$ cat src/hdl/ampc_pkg.sv
package ampc_pkg;
  // Input mode field codes (three-bit field).
  localparam logic [2:0] MODE_16 = 3'h0;
  localparam logic [2:0] MODE_32 = 3'h1;
  localparam logic [2:0] MODE_8 = 3'h2;
  // Resolution field codes.
  localparam logic [1:0] RES_10 = 2'h0;
  localparam logic [1:0] RES_12 = 2'h1;
  localparam logic [1:0] RES_14 = 2'h2;
  // Serialization factor codes.
  localparam logic [1:0] SER_10 = 2'h0;
  localparam logic [1:0] SER_12 = 2'h1;
  localparam logic [1:0] SER_14 = 2'h2;
  localparam logic [1:0] SER_16 = 2'h3;
  // Number of converters and reset values.
  localparam int NUM_CONV = 16;
  localparam logic [2:0] MODE_RESET = 3'h0;
  localparam logic [1:0] RES_RESET = 2'h0;
  localparam logic [1:0] SER_RESET = 2'h0;
  // Largest conversion clock per resolution, in MHz.
  localparam int FC_MAX_10_MHZ = 100;
  localparam int FC_MAX_12_MHZ = 80;
  localparam int FC_MAX_14_MHZ = 65;
  // Controller register offsets.
  localparam logic [3:0] REG_CONFIG = 4'h0;
  localparam logic [3:0] REG_POWER = 4'h1;
  localparam logic [3:0] REG_ANA_OFF = 4'h2;
  localparam logic [3:0] REG_DIG_OFF = 4'h3;
  localparam logic [3:0] REG_LANE_OFF = 4'h4;
  localparam logic [3:0] REG_STATUS = 4'h5;
  localparam logic [3:0] REG_APPLY = 4'h6;
  // Config word field positions.
  localparam int F_MODE = 0;
  localparam int F_RES = 4;
  localparam int F_SER = 8;
  localparam int F_DBL = 12;
  localparam int F_LDIS = 13;
  localparam int F_JEN = 14;
  // Status word field positions.
  localparam int S_ERR = 0;
  localparam int S_BUSY = 1;
  localparam int S_GPD = 2;
  localparam int S_STBY = 3;
  localparam int S_LANES = 4;
  localparam int S_CLKL = 5;

  // Checks one full configuration against the legal mode table.
  function automatic logic ampc_legal(input logic [2:0] mode,
                                      input logic [1:0] res,
                                      input logic dbl, input logic jen);
    logic ok;
    ok = 1'b0;
    unique case (mode)
      MODE_16: ok = (res != 2'h3);
      MODE_32: ok = (res != 2'h3) && !dbl;
      MODE_8: ok = (res == RES_10) && !jen;
      default: ok = 1'b0;
    endcase
    return ok;
  endfunction

  // Converter clock limit in MHz for a resolution code.
  function automatic int ampc_fc_max(input logic [1:0] res);
    int f;
    f = 0;
    unique case (res)
      RES_10: f = FC_MAX_10_MHZ;
      RES_12: f = FC_MAX_12_MHZ;
      RES_14: f = FC_MAX_14_MHZ;
      default: f = 0;
    endcase
    return f;
  endfunction
endpackage

$ cat src/hdl/ampc_if.sv
`timescale 1ns/1ps
// Configuration serial-interface side and the control pins between ends.
interface ampc_if (
  input wire logic clock,
  input wire logic rst_n
);
  logic cfg_write;
  logic [2:0] cfg_mode;
  logic [1:0] cfg_res;
  logic [1:0] cfg_ser;
  logic cfg_dbl;
  logic cfg_ldis;
  logic cfg_jen;
  logic cfg_gpd_bit;
  logic [15:0] cfg_ana_off;
  logic [15:0] cfg_dig_off;
  logic [15:0] cfg_lane_off;
  logic global_powerdown_pin;
  logic standby_pin;
  logic dev_error;
  logic dev_global_down;
  logic dev_standby;
  logic dev_data_lanes_on;
  logic dev_clock_lanes_on;
  modport device (
    input clock, rst_n, cfg_write, cfg_mode, cfg_res, cfg_ser, cfg_dbl,
    input cfg_ldis, cfg_jen, cfg_gpd_bit, cfg_ana_off, cfg_dig_off,
    input cfg_lane_off, global_powerdown_pin, standby_pin,
    output dev_error, dev_global_down, dev_standby, dev_data_lanes_on,
    output dev_clock_lanes_on
  );
  modport host (
    input clock, rst_n, dev_error, dev_global_down, dev_standby,
    input dev_data_lanes_on, dev_clock_lanes_on,
    output cfg_write, cfg_mode, cfg_res, cfg_ser, cfg_dbl, cfg_ldis,
    output cfg_jen, cfg_gpd_bit, cfg_ana_off, cfg_dig_off, cfg_lane_off,
    output global_powerdown_pin, standby_pin
  );
endinterface

$ cat src/hdl/ampc_device.sv
// Strobed register access and the register addresses were chosen for this implementation.
`timescale 1ns/1ps
// Function
// - Three-bit field picks 16, 32, 8 inputs.
// - Eight-input pairs offset one system clock.
// - Eight-input mode only at 10 bits.
// - Mode, resolution and density legal table.
// - Resolution 10/12/14 sets rate limit.
// - Clock limits 100/80/65 MHz kept outside.
// - LVDS on from reset, off when disabled.
// - JESD enable bit, 16/32 modes only.
// - Serialization factor 10, 12, 14, 16.
// - Density control selects 1X or 2X.
// - Outside keeps lane rate within limit.
// - Global by pin or bit; standby pin.
// - Standby stops data lanes, keeps clocks.
// - Global power-down stops every lane.
// - Band-gap and interface never powered down.
// - Standby and per-channel section power-down.
module ampc_device (
  input wire logic clock,
  input wire logic rst_n,
  ampc_if.device link,
  output logic [2:0] input_mode_select,
  output logic [1:0] converter_resolution,
  output logic [1:0] serialization_factor,
  output logic [4:0] serial_bits,
  output logic payload_density_double,
  output logic lvds_output_disable,
  output logic serial_link_enable,
  output logic [6:0] fc_max_mhz,
  output logic [15:0] conv_phase,
  output logic [15:0] channel_analog_off,
  output logic [15:0] channel_digital_off,
  output logic [15:0] channel_lane_off,
  output logic [15:0] data_lane_on,
  output logic clock_lanes_on,
  output logic reference_on,
  output logic pll_on,
  output logic bandgap_on,
  output logic config_port_on,
  output logic config_error
);
  import ampc_pkg::*;

  // Power states of the whole device.
  typedef enum logic [1:0] {PWR_ACTIVE, PWR_STANDBY, PWR_GLOBAL}
    ampc_pwr_e;

  // Whole state of the device.
  typedef struct packed {
    logic [2:0] mode;
    logic [1:0] res;
    logic [1:0] ser;
    logic dbl;
    logic ldis;
    logic jen;
    logic gpd_bit;
    logic [15:0] ana;
    logic [15:0] dig;
    logic [15:0] lane;
    logic err;
    logic phase;
    ampc_pwr_e pwr;
  } ampc_dev_s;

  ampc_dev_s st;
  ampc_dev_s next_st;
  logic req_legal;
  logic [15:0] data_on;

  // Decodes serialization code to bits per word.
  function automatic logic [4:0] ser_bits(input logic [1:0] code);
    logic [4:0] b;
    b = 5'h0a;
    unique case (code)
      SER_10: b = 5'h0a;
      SER_12: b = 5'h0c;
      SER_14: b = 5'h0e;
      SER_16: b = 5'h10;
    endcase
    return b;
  endfunction

  // Legality of the incoming set, checked by the device too.
  assign req_legal = ampc_legal(link.cfg_mode, link.cfg_res,
                                link.cfg_dbl, link.cfg_jen);

  // Next-state logic: config loading, error flag and power state.
  always_comb begin
    next_st = st;
    // Conversion phase toggles every system clock.
    next_st.phase = ~st.phase;
    if (link.cfg_write) begin
      next_st.mode = link.cfg_mode;
      next_st.res = link.cfg_res;
      next_st.ser = link.cfg_ser;
      next_st.dbl = link.cfg_dbl;
      next_st.ldis = link.cfg_ldis;
      // JESD only allowed in the 16 and 32 input modes.
      next_st.jen = link.cfg_jen && (link.cfg_mode != MODE_8);
      next_st.ana = link.cfg_ana_off;
      next_st.dig = link.cfg_dig_off;
      next_st.lane = link.cfg_lane_off;
      if (!req_legal) begin
        next_st.err = 1'b1;
      end
    end
    next_st.gpd_bit = link.cfg_gpd_bit;
    // Global wins over standby; pin or bit may request it.
    if (link.global_powerdown_pin || link.cfg_gpd_bit) begin
      next_st.pwr = PWR_GLOBAL;
    end else if (link.standby_pin) begin
      next_st.pwr = PWR_STANDBY;
    end else begin
      next_st.pwr = PWR_ACTIVE;
    end
  end

  // State register; LVDS comes out of reset enabled.
  always_ff @(posedge clock) begin
    if (!rst_n) begin
      st <= '{mode: MODE_RESET, res: RES_RESET, ser: SER_RESET,
              dbl: 1'b0, ldis: 1'b0, jen: 1'b0, gpd_bit: 1'b0,
              ana: 16'h0000, dig: 16'h0000, lane: 16'h0000,
              err: 1'b0, phase: 1'b0, pwr: PWR_ACTIVE};
    end else begin
      st <= next_st;
    end
  end

  // Per-lane data enable: off in any power-down, on disable, or per lane.
  genvar g;
  generate
    for (g = 0; g < NUM_CONV; g++) begin : g_lane
      assign data_on[g] = (st.pwr == PWR_ACTIVE) && !st.ldis &&
                          !st.lane[g];
      // Odd converter of a pair runs one clock later in eight-input mode.
      assign conv_phase[g] = (st.mode == MODE_8 && g % 2 == 1) ?
                             ~st.phase : st.phase;
    end
  endgenerate

  // Outputs; clocks stay up in standby, down in global power-down.
  assign data_lane_on = data_on;
  assign clock_lanes_on = (st.pwr != PWR_GLOBAL) &&
                          !st.ldis;
  assign reference_on = (st.pwr != PWR_GLOBAL);
  assign pll_on = (st.pwr != PWR_GLOBAL);
  assign bandgap_on = 1'b1;
  assign config_port_on = 1'b1;
  assign channel_analog_off = (st.pwr != PWR_ACTIVE) ? 16'hffff : st.ana;
  assign channel_digital_off = (st.pwr != PWR_ACTIVE) ? 16'hffff : st.dig;
  assign channel_lane_off = ~data_on;
  assign input_mode_select = st.mode;
  assign converter_resolution = st.res;
  assign serialization_factor = st.ser;
  assign serial_bits = ser_bits(st.ser);
  assign payload_density_double = st.dbl;
  assign lvds_output_disable = st.ldis;
  assign serial_link_enable = st.jen;
  assign fc_max_mhz = 7'(ampc_fc_max(st.res));
  assign config_error = st.err;
  assign link.dev_error = st.err;
  assign link.dev_global_down = (st.pwr == PWR_GLOBAL);
  assign link.dev_standby = (st.pwr == PWR_STANDBY);
  assign link.dev_data_lanes_on = |data_on;
  assign link.dev_clock_lanes_on = clock_lanes_on;
endmodule

$ cat src/flat_wrapper.sv
// flat-port wrapper written by rule: the top's interface ports become plain ports
module ampc_device_flat import ampc_pkg::*;
  (clock, rst_n, input_mode_select, converter_resolution, serialization_factor, serial_bits, payload_density_double, lvds_output_disable, serial_link_enable, fc_max_mhz, conv_phase, channel_analog_off, channel_digital_off, channel_lane_off, data_lane_on, clock_lanes_on, reference_on, pll_on, bandgap_on, config_port_on, config_error, link_cfg_write, link_cfg_mode, link_cfg_res, link_cfg_ser, link_cfg_dbl, link_cfg_ldis, link_cfg_jen, link_cfg_gpd_bit, link_cfg_ana_off, link_cfg_dig_off, link_cfg_lane_off, link_global_powerdown_pin, link_standby_pin, link_dev_error, link_dev_global_down, link_dev_standby, link_dev_data_lanes_on, link_dev_clock_lanes_on);
  ampc_if link_i (.clock(clock), .rst_n(rst_n));
  input wire logic clock;
  input wire logic rst_n;
  output logic [2:0] input_mode_select;
  output logic [1:0] converter_resolution;
  output logic [1:0] serialization_factor;
  output logic [4:0] serial_bits;
  output logic payload_density_double;
  output logic lvds_output_disable;
  output logic serial_link_enable;
  output logic [6:0] fc_max_mhz;
  output logic [15:0] conv_phase;
  output logic [15:0] channel_analog_off;
  output logic [15:0] channel_digital_off;
  output logic [15:0] channel_lane_off;
  output logic [15:0] data_lane_on;
  output logic clock_lanes_on;
  output logic reference_on;
  output logic pll_on;
  output logic bandgap_on;
  output logic config_port_on;
  output logic config_error;
  input wire logic [$bits(link_i.cfg_write)-1:0] link_cfg_write;
  input wire logic [$bits(link_i.cfg_mode)-1:0] link_cfg_mode;
  input wire logic [$bits(link_i.cfg_res)-1:0] link_cfg_res;
  input wire logic [$bits(link_i.cfg_ser)-1:0] link_cfg_ser;
  input wire logic [$bits(link_i.cfg_dbl)-1:0] link_cfg_dbl;
  input wire logic [$bits(link_i.cfg_ldis)-1:0] link_cfg_ldis;
  input wire logic [$bits(link_i.cfg_jen)-1:0] link_cfg_jen;
  input wire logic [$bits(link_i.cfg_gpd_bit)-1:0] link_cfg_gpd_bit;
  input wire logic [$bits(link_i.cfg_ana_off)-1:0] link_cfg_ana_off;
  input wire logic [$bits(link_i.cfg_dig_off)-1:0] link_cfg_dig_off;
  input wire logic [$bits(link_i.cfg_lane_off)-1:0] link_cfg_lane_off;
  input wire logic [$bits(link_i.global_powerdown_pin)-1:0] link_global_powerdown_pin;
  input wire logic [$bits(link_i.standby_pin)-1:0] link_standby_pin;
  output wire logic [$bits(link_i.dev_error)-1:0] link_dev_error;
  output wire logic [$bits(link_i.dev_global_down)-1:0] link_dev_global_down;
  output wire logic [$bits(link_i.dev_standby)-1:0] link_dev_standby;
  output wire logic [$bits(link_i.dev_data_lanes_on)-1:0] link_dev_data_lanes_on;
  output wire logic [$bits(link_i.dev_clock_lanes_on)-1:0] link_dev_clock_lanes_on;
  assign link_i.cfg_write = link_cfg_write;
  assign link_i.cfg_mode = link_cfg_mode;
  assign link_i.cfg_res = link_cfg_res;
  assign link_i.cfg_ser = link_cfg_ser;
  assign link_i.cfg_dbl = link_cfg_dbl;
  assign link_i.cfg_ldis = link_cfg_ldis;
  assign link_i.cfg_jen = link_cfg_jen;
  assign link_i.cfg_gpd_bit = link_cfg_gpd_bit;
  assign link_i.cfg_ana_off = link_cfg_ana_off;
  assign link_i.cfg_dig_off = link_cfg_dig_off;
  assign link_i.cfg_lane_off = link_cfg_lane_off;
  assign link_i.global_powerdown_pin = link_global_powerdown_pin;
  assign link_i.standby_pin = link_standby_pin;
  assign link_dev_error = link_i.dev_error;
  assign link_dev_global_down = link_i.dev_global_down;
  assign link_dev_standby = link_i.dev_standby;
  assign link_dev_data_lanes_on = link_i.dev_data_lanes_on;
  assign link_dev_clock_lanes_on = link_i.dev_clock_lanes_on;
  ampc_device u_core (.clock(clock), .rst_n(rst_n), .link(link_i), .input_mode_select(input_mode_select), .converter_resolution(converter_resolution), .serialization_factor(serialization_factor), .serial_bits(serial_bits), .payload_density_double(payload_density_double), .lvds_output_disable(lvds_output_disable), .serial_link_enable(serial_link_enable), .fc_max_mhz(fc_max_mhz), .conv_phase(conv_phase), .channel_analog_off(channel_analog_off), .channel_digital_off(channel_digital_off), .channel_lane_off(channel_lane_off), .data_lane_on(data_lane_on), .clock_lanes_on(clock_lanes_on), .reference_on(reference_on), .pll_on(pll_on), .bandgap_on(bandgap_on), .config_port_on(config_port_on), .config_error(config_error));
endmodule
$ cat config.mk
export PLATFORM = sky130hd
export DESIGN_NAME = ampc_device_flat
export DESIGN_NICKNAME = d
export VERILOG_FILES = /design/src/hdl/ampc_pkg.sv /design/src/hdl/ampc_if.sv /design/src/hdl/ampc_device.sv /design/src/flat_wrapper.sv
export SDC_FILE = /design/constraint.sdc
export NUM_CORES = 1
export LEC_CHECK = 0
export ABC_AREA = 0
export BUFFER_PORTS_ARGS = -buffer_cell sky130_fd_sc_hd__buf_2
export CAP_MARGIN = 40
export CORE_MARGIN = 2
export CORE_UTILIZATION = 48
export DETAILED_ROUTE_END_ITERATION = 6
export PLACE_DENSITY = 0.86
export SLEW_MARGIN = 5
export SYNTH_ARGS = -nofsm -noshare
export SYNTH_HDL_FRONTEND = slang
export SYNTH_SLANG_ARGS = --single-unit
$ cat constraint.sdc
create_clock -name clock -period 2.68 [get_ports clock]
set_input_delay 0 -clock clock [delete_from_list [all_inputs] [get_ports clock]]
set_output_delay 0 -clock clock [all_outputs]
set_load 0.005 [all_outputs]
==> impl_metrics.csv, run 1 <==
group,metric,value,unit
critical_path,worstReg2RegStart,"u_core.serialization_factor[1]",
final_layout,areaGrowthSynthToFinish,47.12,%
cts,ctsHtreeMaxLevel,3,
cts,ctsRootBufferMaster,"clkbuf_8",
final_layout,nFillCells,453,
critical_path,arrival,1.97,ns
run,maxCapViolations,0,
yosys,ys_types,32,
sta,maxSlewHeadroom,0.4224,
placed_design,io_buffers,171,
drt,first_pass_iters,4,
drt,drc,0,
critical_path,end_kind,"output port",
final_layout,fin_util,0.7285,
drt,drt_wl_total,8690,microns
global_route,grt_usage,0.2445,
power_and_ir_drop,vdd_drop_max,0.0004163,V
cts,ctsHoldBuffers,61,
critical_path,worstSetupStartpointType,"register",
floorplan,die_x,84.94,microns
critical_path,cp-endpoint,"data_lane_on[7]",
cts,cts_buffers,9,
yosys,synth_seq_cells,62,
yosys,synth_area,3144,sq um
drt,wire_per_inst,14.27,microns
yosys,synth_cells,333,
yosys,ys_warn_count,0,
yosys,yosysSeqAreaShare,0.3947,
cts,cts_tree,"built",
yosys,syn_avg_cell_area,9.442,sq um
placed_design,post_dp_cell_area,3826,sq um
critical_path,worstPathMaxFanout,35,
sta,rsz0062_at_grt,"false",
critical_path,reg2regPathDepth,2,
critical_path,worstReg2RegEnd,"u_core.serialization_factor[1]",
placed_design,dp_hpwl,5039,microns
critical_path,path_class,"register to output port",
global_route,overflow,0,
sta,max_freq,0.5081,GHz
power_and_ir_drop,p_leak,2.391,nW
sta,hold_viol,0,
drt,ant_nets,0,
cts,path_clk_slew,0.06,ns
sta,drv_slew,0,
sta,finClkSkew,0,ns
placed_design,routabilityCongestion,0.8325,
sta,max_slew.worst_pin.slew,0.8653,ns
sta,hold_slack,0.1210,ns
cts,clk_latency,0.32,ns
global_route,first_global_vias,3073,
floorplan,die_h,84.94,microns
floorplan,start_util,0.4952,
global_route,grt_max_degree,64,
drt,vias,2960,
global_route,antenna_found_initial,0,
critical_path,ff2ff_setup_slack,1.98,ns
sta,setup_viol,0,
min_path,worstHoldStart,"link_cfg_write",
min_path,min_path_type,"primary input to register",
final_layout,final_area,4626,sq um
outcome,status,"finished clean",
floorplan,num_io_pins,177,
sta,fin_setup_tns,0,ns
critical_path,startpoint,"u_core.st[0]",
final_layout,diodes,0,
drt,drt_iter0_markers,86,
critical_path,required,2.68,ns
cts,cts_setup_buffers,0,
cts,cts_buffer_depth,2,
floorplan,die_area,7214,sq um
sta,post-route-period-util,0.7343,
cts,clock_sinks,62,
floorplan,num_rows,29,
cts,ctsResizeCount,0,
global_route,grt_pass1_wl,14280,microns
power_and_ir_drop,power.density,514.9,nW/um^2
final_layout,nNetsFinal,597,
sta,period_needed,1.968,ns
floorplan,core,6350,sq um
drt,viasPerCell,4.860,
final_layout,layout-drive-gt1-share,0.4060,
==> flip-flops by register name, summed over array words and instances (netlist names) <==
register,count
u_core.payload_density_double,1
u_core.st,50
u_core.converter_resolution,2
u_core.conv_phase,1
u_core.config_error,1
u_core.lvds_output_disable,1
u_core.serial_link_enable,1
u_core.serialization_factor,2
u_core.input_mode_select,3
==> critical path: stages, from the launching register on <==
cell,delay [ns]
dfxtp_1,0.58
or3_4,0.56
or2_2,0.32
inv_1,0.08
buf_2,0.11
==> per-stage QoR <==
stage	worst slack, ns	std cells	total power, mW
floorplan	1.528	336	1.334
global placement	1.044	532	1.489
detailed placement	1.101	534	1.508
CTS	0.7459	609	2.381
global route	0.5443	609	2.503
finish	0.7120	609	2.382
==> synthesized netlist by cell type, drive strengths merged <==
library cell / count / share of area
dfxtp: 62 / 0.39
nor2b: 61 / 0.12
mux2i: 57 / 0.18
buf: 38 / 0.087
or3: 33 / 0.068
inv: 20 / 0.024
or2: 17 / 0.041
clkbuf: 14 / 0.017
ha: 4 / 0.016
nand2: 4 / 0.0048
nand4: 4 / 0.0080
nor2: 4 / 0.0048
conb: 2 / 0.0024
a21boi: 1 / 0.0024
a22o: 1 / 0.0028
nand2b: 1 / 0.0020
nand3: 1 / 0.0016
nor3: 1 / 0.0016
nor4: 1 / 0.0020
o21a: 1 / 0.0024
o21ai: 1 / 0.0016
o31ai: 1 / 0.0024
o41ai: 1 / 0.0028
or2b: 1 / 0.0024
or3b: 1 / 0.0028
xnor2: 1 / 0.0028
==> placed cells by master, fill, tap and decap left out, types with 2 or more instances in the layout <==
| cell | Yosys | layout |
|---|---|---|
| buf_2 | 6 | 170 |
| clkbuf_1 | 14 | 2 |
| clkbuf_8 | 0 | 11 |
| conb_1 | 2 | 5 |
| dfxtp_1 | 62 | 62 |
| dlygate4sd3_1 | 0 | 61 |
| ha_1 | 4 | 4 |
| inv_1 | 11 | 11 |
| inv_2 | 9 | 9 |
| mux2i_1 | 57 | 57 |
| nand2_1 | 4 | 4 |
| nand4_1 | 4 | 4 |
| nor2_1 | 4 | 4 |
| nor2b_1 | 61 | 61 |
| or2_2 | 8 | 8 |
| or2_4 | 9 | 9 |
| or3_1 | 29 | 29 |
| or3_2 | 3 | 3 |
==> final cells by class <==
cell class / count / area [sq um] / area share
sequential: 62 / 1241 / 0.2683
tap: 77 / 96.34 / 0.02083
timing repair buffer: 234 / 1511 / 0.3268
inverter: 20 / 75.07 / 0.01623
multi-input combinational: 202 / 1513 / 0.3270
clock buffer: 13 / 158.9 / 0.03435
clock inverter: 1 / 30.03 / 0.006492
==> how the worst min path moves through the flow <==
stage | endpoint | slack (ns) | depth (start not counted)
finish | u_core.st[47] | 0.12 | 3
global route | u_core.st[48] | 0.12 | 3
CTS | u_core.st[47] | 0.10 | 3
detailed placement | u_core.st[0] | 0.18 | 2
global placement | u_core.st[0] | 0.18 | 2
floorplan | u_core.st[0] | 0.08 | 1
==> layer usage <==
| layer | GRT usage | up-vias | wire [microns] |
|---|---|---|---|
| li1 | - | 1442 | - |
| met1 | 0.2708 | 1343 | 3369 |
| met2 | 0.4395 | 145 | 4406 |
| met3 | 0.05156 | 30 | 608 |
| met4 | 0.1255 | 0 | 306 |
| met5 | 0 | - | 0 |
==> report_power, final <==
group / switching [mW] / leakage, nW / total (mW) / internal, mW
Clock: 0.335 / 0.0956 / 0.807 / 0.472
Combinational: 0.231 / 1.78 / 0.551 / 0.321
Sequential: 0.0458 / 0.512 / 1.02 / 0.978
Total: 0.612 / 2.39 / 2.38 / 1.77
==> logic make-up (layout without fill, tap and decap cells) <==
logic type      Yosys count  after routing  synth area share
compound gates            6              6           0.01433
xor+xnor                  1              1          0.002786
fa+ha+maj                 4              4           0.01592
buf+inv                  72            268            0.1277
flops                    62             62            0.3947
mux                      57             57            0.1815
other cells               2              5          0.002388
simple gates            129            129            0.2606
Power figures use the tool's default switching activity.
==> inputs of run 2 (changes only) <==
Settings changed: CORE_UTILIZATION 48 to 44, PLACE_DENSITY 0.86 to 0.8.
Clock period 2.68 ns to 2.1 ns, I/O delays scaled along.
==> run 2 against run 1 <==
Compared with the run above:
- highest routed layer unchanged
- sequential power increased by 27%
- clock power up 3.5%
- sequential cell count unchanged
- clock skew did not move
==> impl_metrics.csv, run 2 (synthesis results as in run 1) <==
group,metric,value,unit
drt,wire_per_inst,13.63,microns
final_layout,final_common_cell,"buf_2",
drt,dr.max_layer_used,"met4",
drt,drt_wl_total,8616,microns
drt,first_pass_iters,4,
cts,path_clk_slew,0.06,ns
global_route,antenna_found_initial,0,
critical_path,arrival,1.61,ns
cts,clock_sinks,62,
sta,hold_viol,0,
sta,post-route-period-util,0.7679,
final_layout,final_cell_mix,"buf_2 (170), dfxtp_1 (62), nor2b_1 (61), dlygate4sd3_1 (61), mux2i_1 (57)",
global_route,grt_max_degree,40,
sta,hold_slack,0.1930,ns
global_route,grt_pass1_wl,13090,microns
floorplan,die_x,88.54,microns
final_layout,nNetsFinal,600,
cts,ctsRootBufferMaster,"clkbuf_8",
floorplan,die_h,88.54,microns
floorplan,num_io_pins,177,
floorplan,num_rows,30,
min_path,holdPathEnd,"u_core.st[1]",
drt,ant_nets,0,
cts,cts_tree,"built",
sta,drv_slew,0,
drt,met3_length,598,microns
placed_design,dp_hpwl,5179,microns
sta,fin_setup_tns,0,ns
cts,ctsResizeCount,0,
critical_path,ff2ff_setup_slack,1.40,ns
power_and_ir_drop,vdd_drop_max,0.0004742,V
placed_design,place_ws,0.8436,ns
critical_path,cpMaxStageDelayCell,"or3_4",
final_layout,nFillCells,559,
sta,rsz0062_at_grt,"false",
power_and_ir_drop,power.density,613.9,nW/um^2
final_layout,areaGrowthSynthToFinish,47.04,%
critical_path,crit_path_cell_trace,"or3_4 > or2_2 > inv_1 > buf_2",
outcome,status,"finished clean",
global_route,overflow,0,
final_layout,instances_no_fill,632,
drt,drt_iter0_markers,48,
cts,clk_latency,0.32,ns
critical_path,worstSetupStartpointType,"register",
min_path,min_path_type,"primary input to register",
critical_path,max_stage_delay,0.48,ns
final_layout,layout-drive-gt1-share,0.4123,
power_and_ir_drop,p_leak,2.386,nW
cts,cts_setup_buffers,0,
sta,fin_ws,0.4874,ns
critical_path,cp_top_family,"simple AND/OR/NAND/NOR gates",
drt,wl_met2,4563,microns
critical_path,end_kind,"output port",
sta,max_freq,0.6201,GHz
drt,viasPerCell,4.631,
final_layout,diodes,0,
placed_design,placedCellCount,556,
floorplan,core,6869,sq um
floorplan,die_area,7838,sq um
critical_path,reg2regPathDepth,2,
critical_path,worstReg2RegStart,"u_core.serialization_factor[1]",
sta,finClkSkew,0,ns
critical_path,required,2.10,ns
final_layout,regMostFlops,"u_core.st",
global_route,first_global_vias,2854,
final_layout,largest_reg_flops,50,
cts,cts_buffer_depth,2,
drt,drc,0,
min_path,min_path_cells,3,
min_path,worstHoldStart,"rst_n",
sta,period_needed,1.613,ns
run,maxCapViolations,0,
placed_design,routabilityCongestion,0.7398,
placed_design,io_buffers,171,
global_route,grt_usage,0.2155,
drt,vias,2927,
critical_path,worstReg2RegEnd,"u_core.serialization_factor[1]",
cts,cts_buffers,9,
cts,ctsHtreeMaxLevel,3,
critical_path,worstPathMaxFanout,17,
floorplan,start_util,0.4577,
critical_path,path_buf_inv,2,
drt,wl_met1,3358,microns
critical_path,path_class,"register to output port",
sta,setup_viol,0,
## run 2: per-stage QoR
step / cell area (sq um) / power [mW] / utilization
6_report: 4623 / 2.838 / 0.6730
5_1_grt: 4623 / 3.008 / 0.6730
4_1_cts: 4623 / 2.863 / 0.6730
3_5_place_dp: 3857 / 1.927 / 0.5616
3_3_place_gp: 3857 / 1.912 / 0.5616
2_1_floorplan: 3156 / 1.702 / -
## run 2: what timing repair did
item / CTS / global route
hold buffers: 61 / 0
endpoints found under the setup margin: 0 / 0
hold endpoints to repair: 61 / 0
## run 2: worst min-delay path, stage by stage
cell	delay (ns)
buf_2	0.11
buf_4	0.21
o21a_1	0.14
## run 2: cell type report
| class | instances | area, sq um | share of cell area |
|---|---|---|---|
| inverters | 20 | 75.07 | 0.01624 |
| repair buffers | 237 | 1519 | 0.3286 |
| well taps | 96 | 120.1 | 0.02598 |
| clock buffers | 10 | 127.6 | 0.02760 |
| multi-input cells | 202 | 1513 | 0.3272 |
| clock inverters | 5 | 27.53 | 0.005954 |
| flip-flops and latches | 62 | 1241 | 0.2685 |
## run 2: worst max path at each step
stage / to / depth (start not counted) / start
floorplan: data_lane_on[10] / 4 / u_core.lvds_output_disable
global placement: data_lane_on[5] / 4 / u_core.lvds_output_disable
detailed placement: data_lane_on[1] / 4 / u_core.lvds_output_disable
CTS: data_lane_on[1] / 4 / u_core.lvds_output_disable
global route: data_lane_on[3] / 4 / u_core.lvds_output_disable
finish: data_lane_on[4] / 4 / u_core.lvds_output_disable
## run 2: report_power, final
group	internal (mW)	leakage, nW	total [mW]	switching (mW)
registers	1.25	0.512	1.30	0.0496
clock network	0.413	0.0817	0.835	0.422
logic	0.408	1.79	0.706	0.297
total	2.07	2.39	2.84	0.769
## run 2: layer usage
layer,global-route usage,vias to the layer above
met5,0,-
met4,0.05923,0
met3,0.06716,10
met2,0.4190,131
met1,0.2200,1342
li1,-,1444
==> inputs of run 3 (changes only) <==
Clock period 2.1 ns to 1.6 ns, I/O delays scaled along.
==> run 3 against run 2 <==
Compared with the run above:
- sequential share of layout area shrank 0.60 points
- setup slack got worse by 0.46 ns
- non-clock buffer count grew 2
- global-route usage is 0.67 points higher
- critical path depth did not move
- wire length rose by 1.9%
==> impl_metrics.csv, run 3 (synthesis results as in run 1) <==
group,metric,value,unit
outcome,status,"finished clean",
drt,drc,0,
critical_path,crit_path_cell_trace,"or3_4 > or2_4 > inv_1 > buf_2",
final_layout,fin_util,0.6885,
final_layout,areaGrowthSynthToFinish,50.42,%
sta,finClkSkew,0,ns
critical_path,worstReg2RegStart,"u_core.serialization_factor[1]",
cts,cts_buffers,9,
final_layout,final_common_cell,"buf_2",
final_layout,final_area,4730,sq um
final_layout,largest_reg_flops,50,
drt,wire_per_inst,13.83,microns
sta,drv_slew,0,
placed_design,io_buffers,171,
floorplan,core,6869,sq um
placed_design,routabilityCongestion,0.7359,
drt,drt_iter0_markers,56,
floorplan,num_rows,30,
floorplan,start_util,0.4577,
run,maxCapViolations,0,
drt,drt_wl_total,8783,microns
global_route,overflow,0,
min_path,min_path_type,"primary input to register",
global_route,grt_pass1_wl,13510,microns
cts,cts_buffer_depth,2,
sta,hold_viol,0,
final_layout,final_cell_mix,"buf_2 (170), dfxtp_1 (62), nor2b_1 (61), dlygate4sd3_1 (61), mux2i_1 (57)",
global_route,antenna_found_initial,0,
power_and_ir_drop,power.density,880.3,nW/um^2
power_and_ir_drop,vdd_drop_max,0.0005223,V
critical_path,worstSetupStartpointType,"register",
floorplan,die_x,88.54,microns
floorplan,die_h,88.54,microns
cts,cts_setup_buffers,0,
critical_path,end_kind,"output port",
final_layout,regMostFlops,"u_core.st",
cts,ctsHtreeMaxLevel,3,
sta,rsz0062_at_grt,"true",
power_and_ir_drop,total_power,4.164,mW
critical_path,arrival,1.57,ns
min_path,worstHoldStart,"link_cfg_write",
critical_path,required,1.60,ns
floorplan,num_io_pins,177,
final_layout,nFillCells,502,
cts,path_clk_slew,0.07,ns
cts,cts_tree,"built",
critical_path,max_stage_delay,0.49,ns
global_route,first_global_vias,2964,
critical_path,cp-endpoint,"data_lane_on[3]",
drt,ant_nets,0,
floorplan,die_area,7838,sq um
critical_path,cpMaxStageDelayCell,"or3_4",
critical_path,ff2ff_setup_slack,0.89,ns
drt,first_pass_iters,4,
cts,clk_latency,0.32,ns
sta,setup_viol,0,
drt,viasPerCell,4.636,
critical_path,worstPathMaxFanout,17,
power_and_ir_drop,p_leak,2.428,nW
global_route,grt_max_degree,35,
sta,max_freq,0.6366,GHz
placed_design,dp_hpwl,5124,microns
placed_design,placedCellCount,558,
placed_design,post_dp_cell_area,3885,sq um
final_layout,layout-drive-gt1-share,0.4119,
critical_path,startpoint,"u_core.st[1]",
drt,vias,2944,
critical_path,worstReg2RegEnd,"u_core.serialization_factor[1]",
final_layout,diodes,0,
global_route,grt_usage,0.2222,
final_layout,instances_no_fill,635,
cts,clock_sinks,62,
final_layout,nNetsFinal,602,
cts,ctsRootBufferMaster,"clkbuf_8",
sta,post-route-period-util,0.9818,
sta,hold_slack,0.1596,ns
critical_path,reg2regPathDepth,2,
critical_path,path_class,"register to output port",
sta,period_needed,1.571,ns
run 3: cell types whose count changed in the layout (fill, tap and decap cells not counted), sizes merged:
cell / before / now
clkinv: 4 / 0
clkbuf: 10 / 13
buf: 176 / 178
bufinv: 0 / 2
run 3: report_power, final:
| part | total (mW) | switching [mW] | internal, mW |
|---|---|---|---|
| clock network | 1.51 | 0.588 | 0.923 |
| registers | 1.70 | 0.0663 | 1.64 |
| logic | 0.949 | 0.396 | 0.553 |
| total | 4.16 | 1.05 | 3.11 |
run 3: through the flow:
step	setup WS, ns	setup TNS [ns]
2_1_floorplan	0.4479	0
3_3_place_gp	0.3729	0
3_5_place_dp	0.3360	0
4_1_cts	0.002283	0
5_1_grt	-0.03399	-0.2606
6_report	0.02908	0
run 3: area by class of cell:
type	count	area, sq um	area share
sequential	62	1241	0.2624
tap	96	120.1	0.02540
clock inverter	3	67.56	0.01429
clock buffer	13	148.9	0.03148
timing repair buffer	239	1546	0.3270
inverter	20	75.07	0.01587
multi-input combinational	202	1530	0.3235
run 3: how the worst min path moves through the flow:
| stage | end | depth (start not counted) |
|---|---|---|
| finish | u_core.st[36] | 3 |
| CTS | u_core.st[27] | 3 |
| floorplan | u_core.st[0] | 1 |
| global route | u_core.st[44] | 3 |
| detailed placement | u_core.st[0] | 2 |
| global placement | u_core.st[0] | 2 |
run 3: critical path: cells and delay by family, from the launching register on:
| kind | cells | cell delay [ns] |
|---|---|---|
| AND/OR/NAND/NOR | 2 | 0.75 |
| buffers and inverters | 2 | 0.17 |
| flip-flops | 1 | 0.31 |
run 3: timing repair:
action | in CTS | in global routing
resized for setup | 0 | 7
hold endpoints to repair | 61 | 0
setup endpoints to repair | 11 | 17
pin swaps | 1 | 1
hold buffers | 61 | 0
run 3: metal layers:
metal / wire [microns] / track usage
met2: 4442 / 0.4087
met1: 3563 / 0.2383
met4: 216 / 0.1019
met5: 0 / 0
met3: 559 / 0.05504
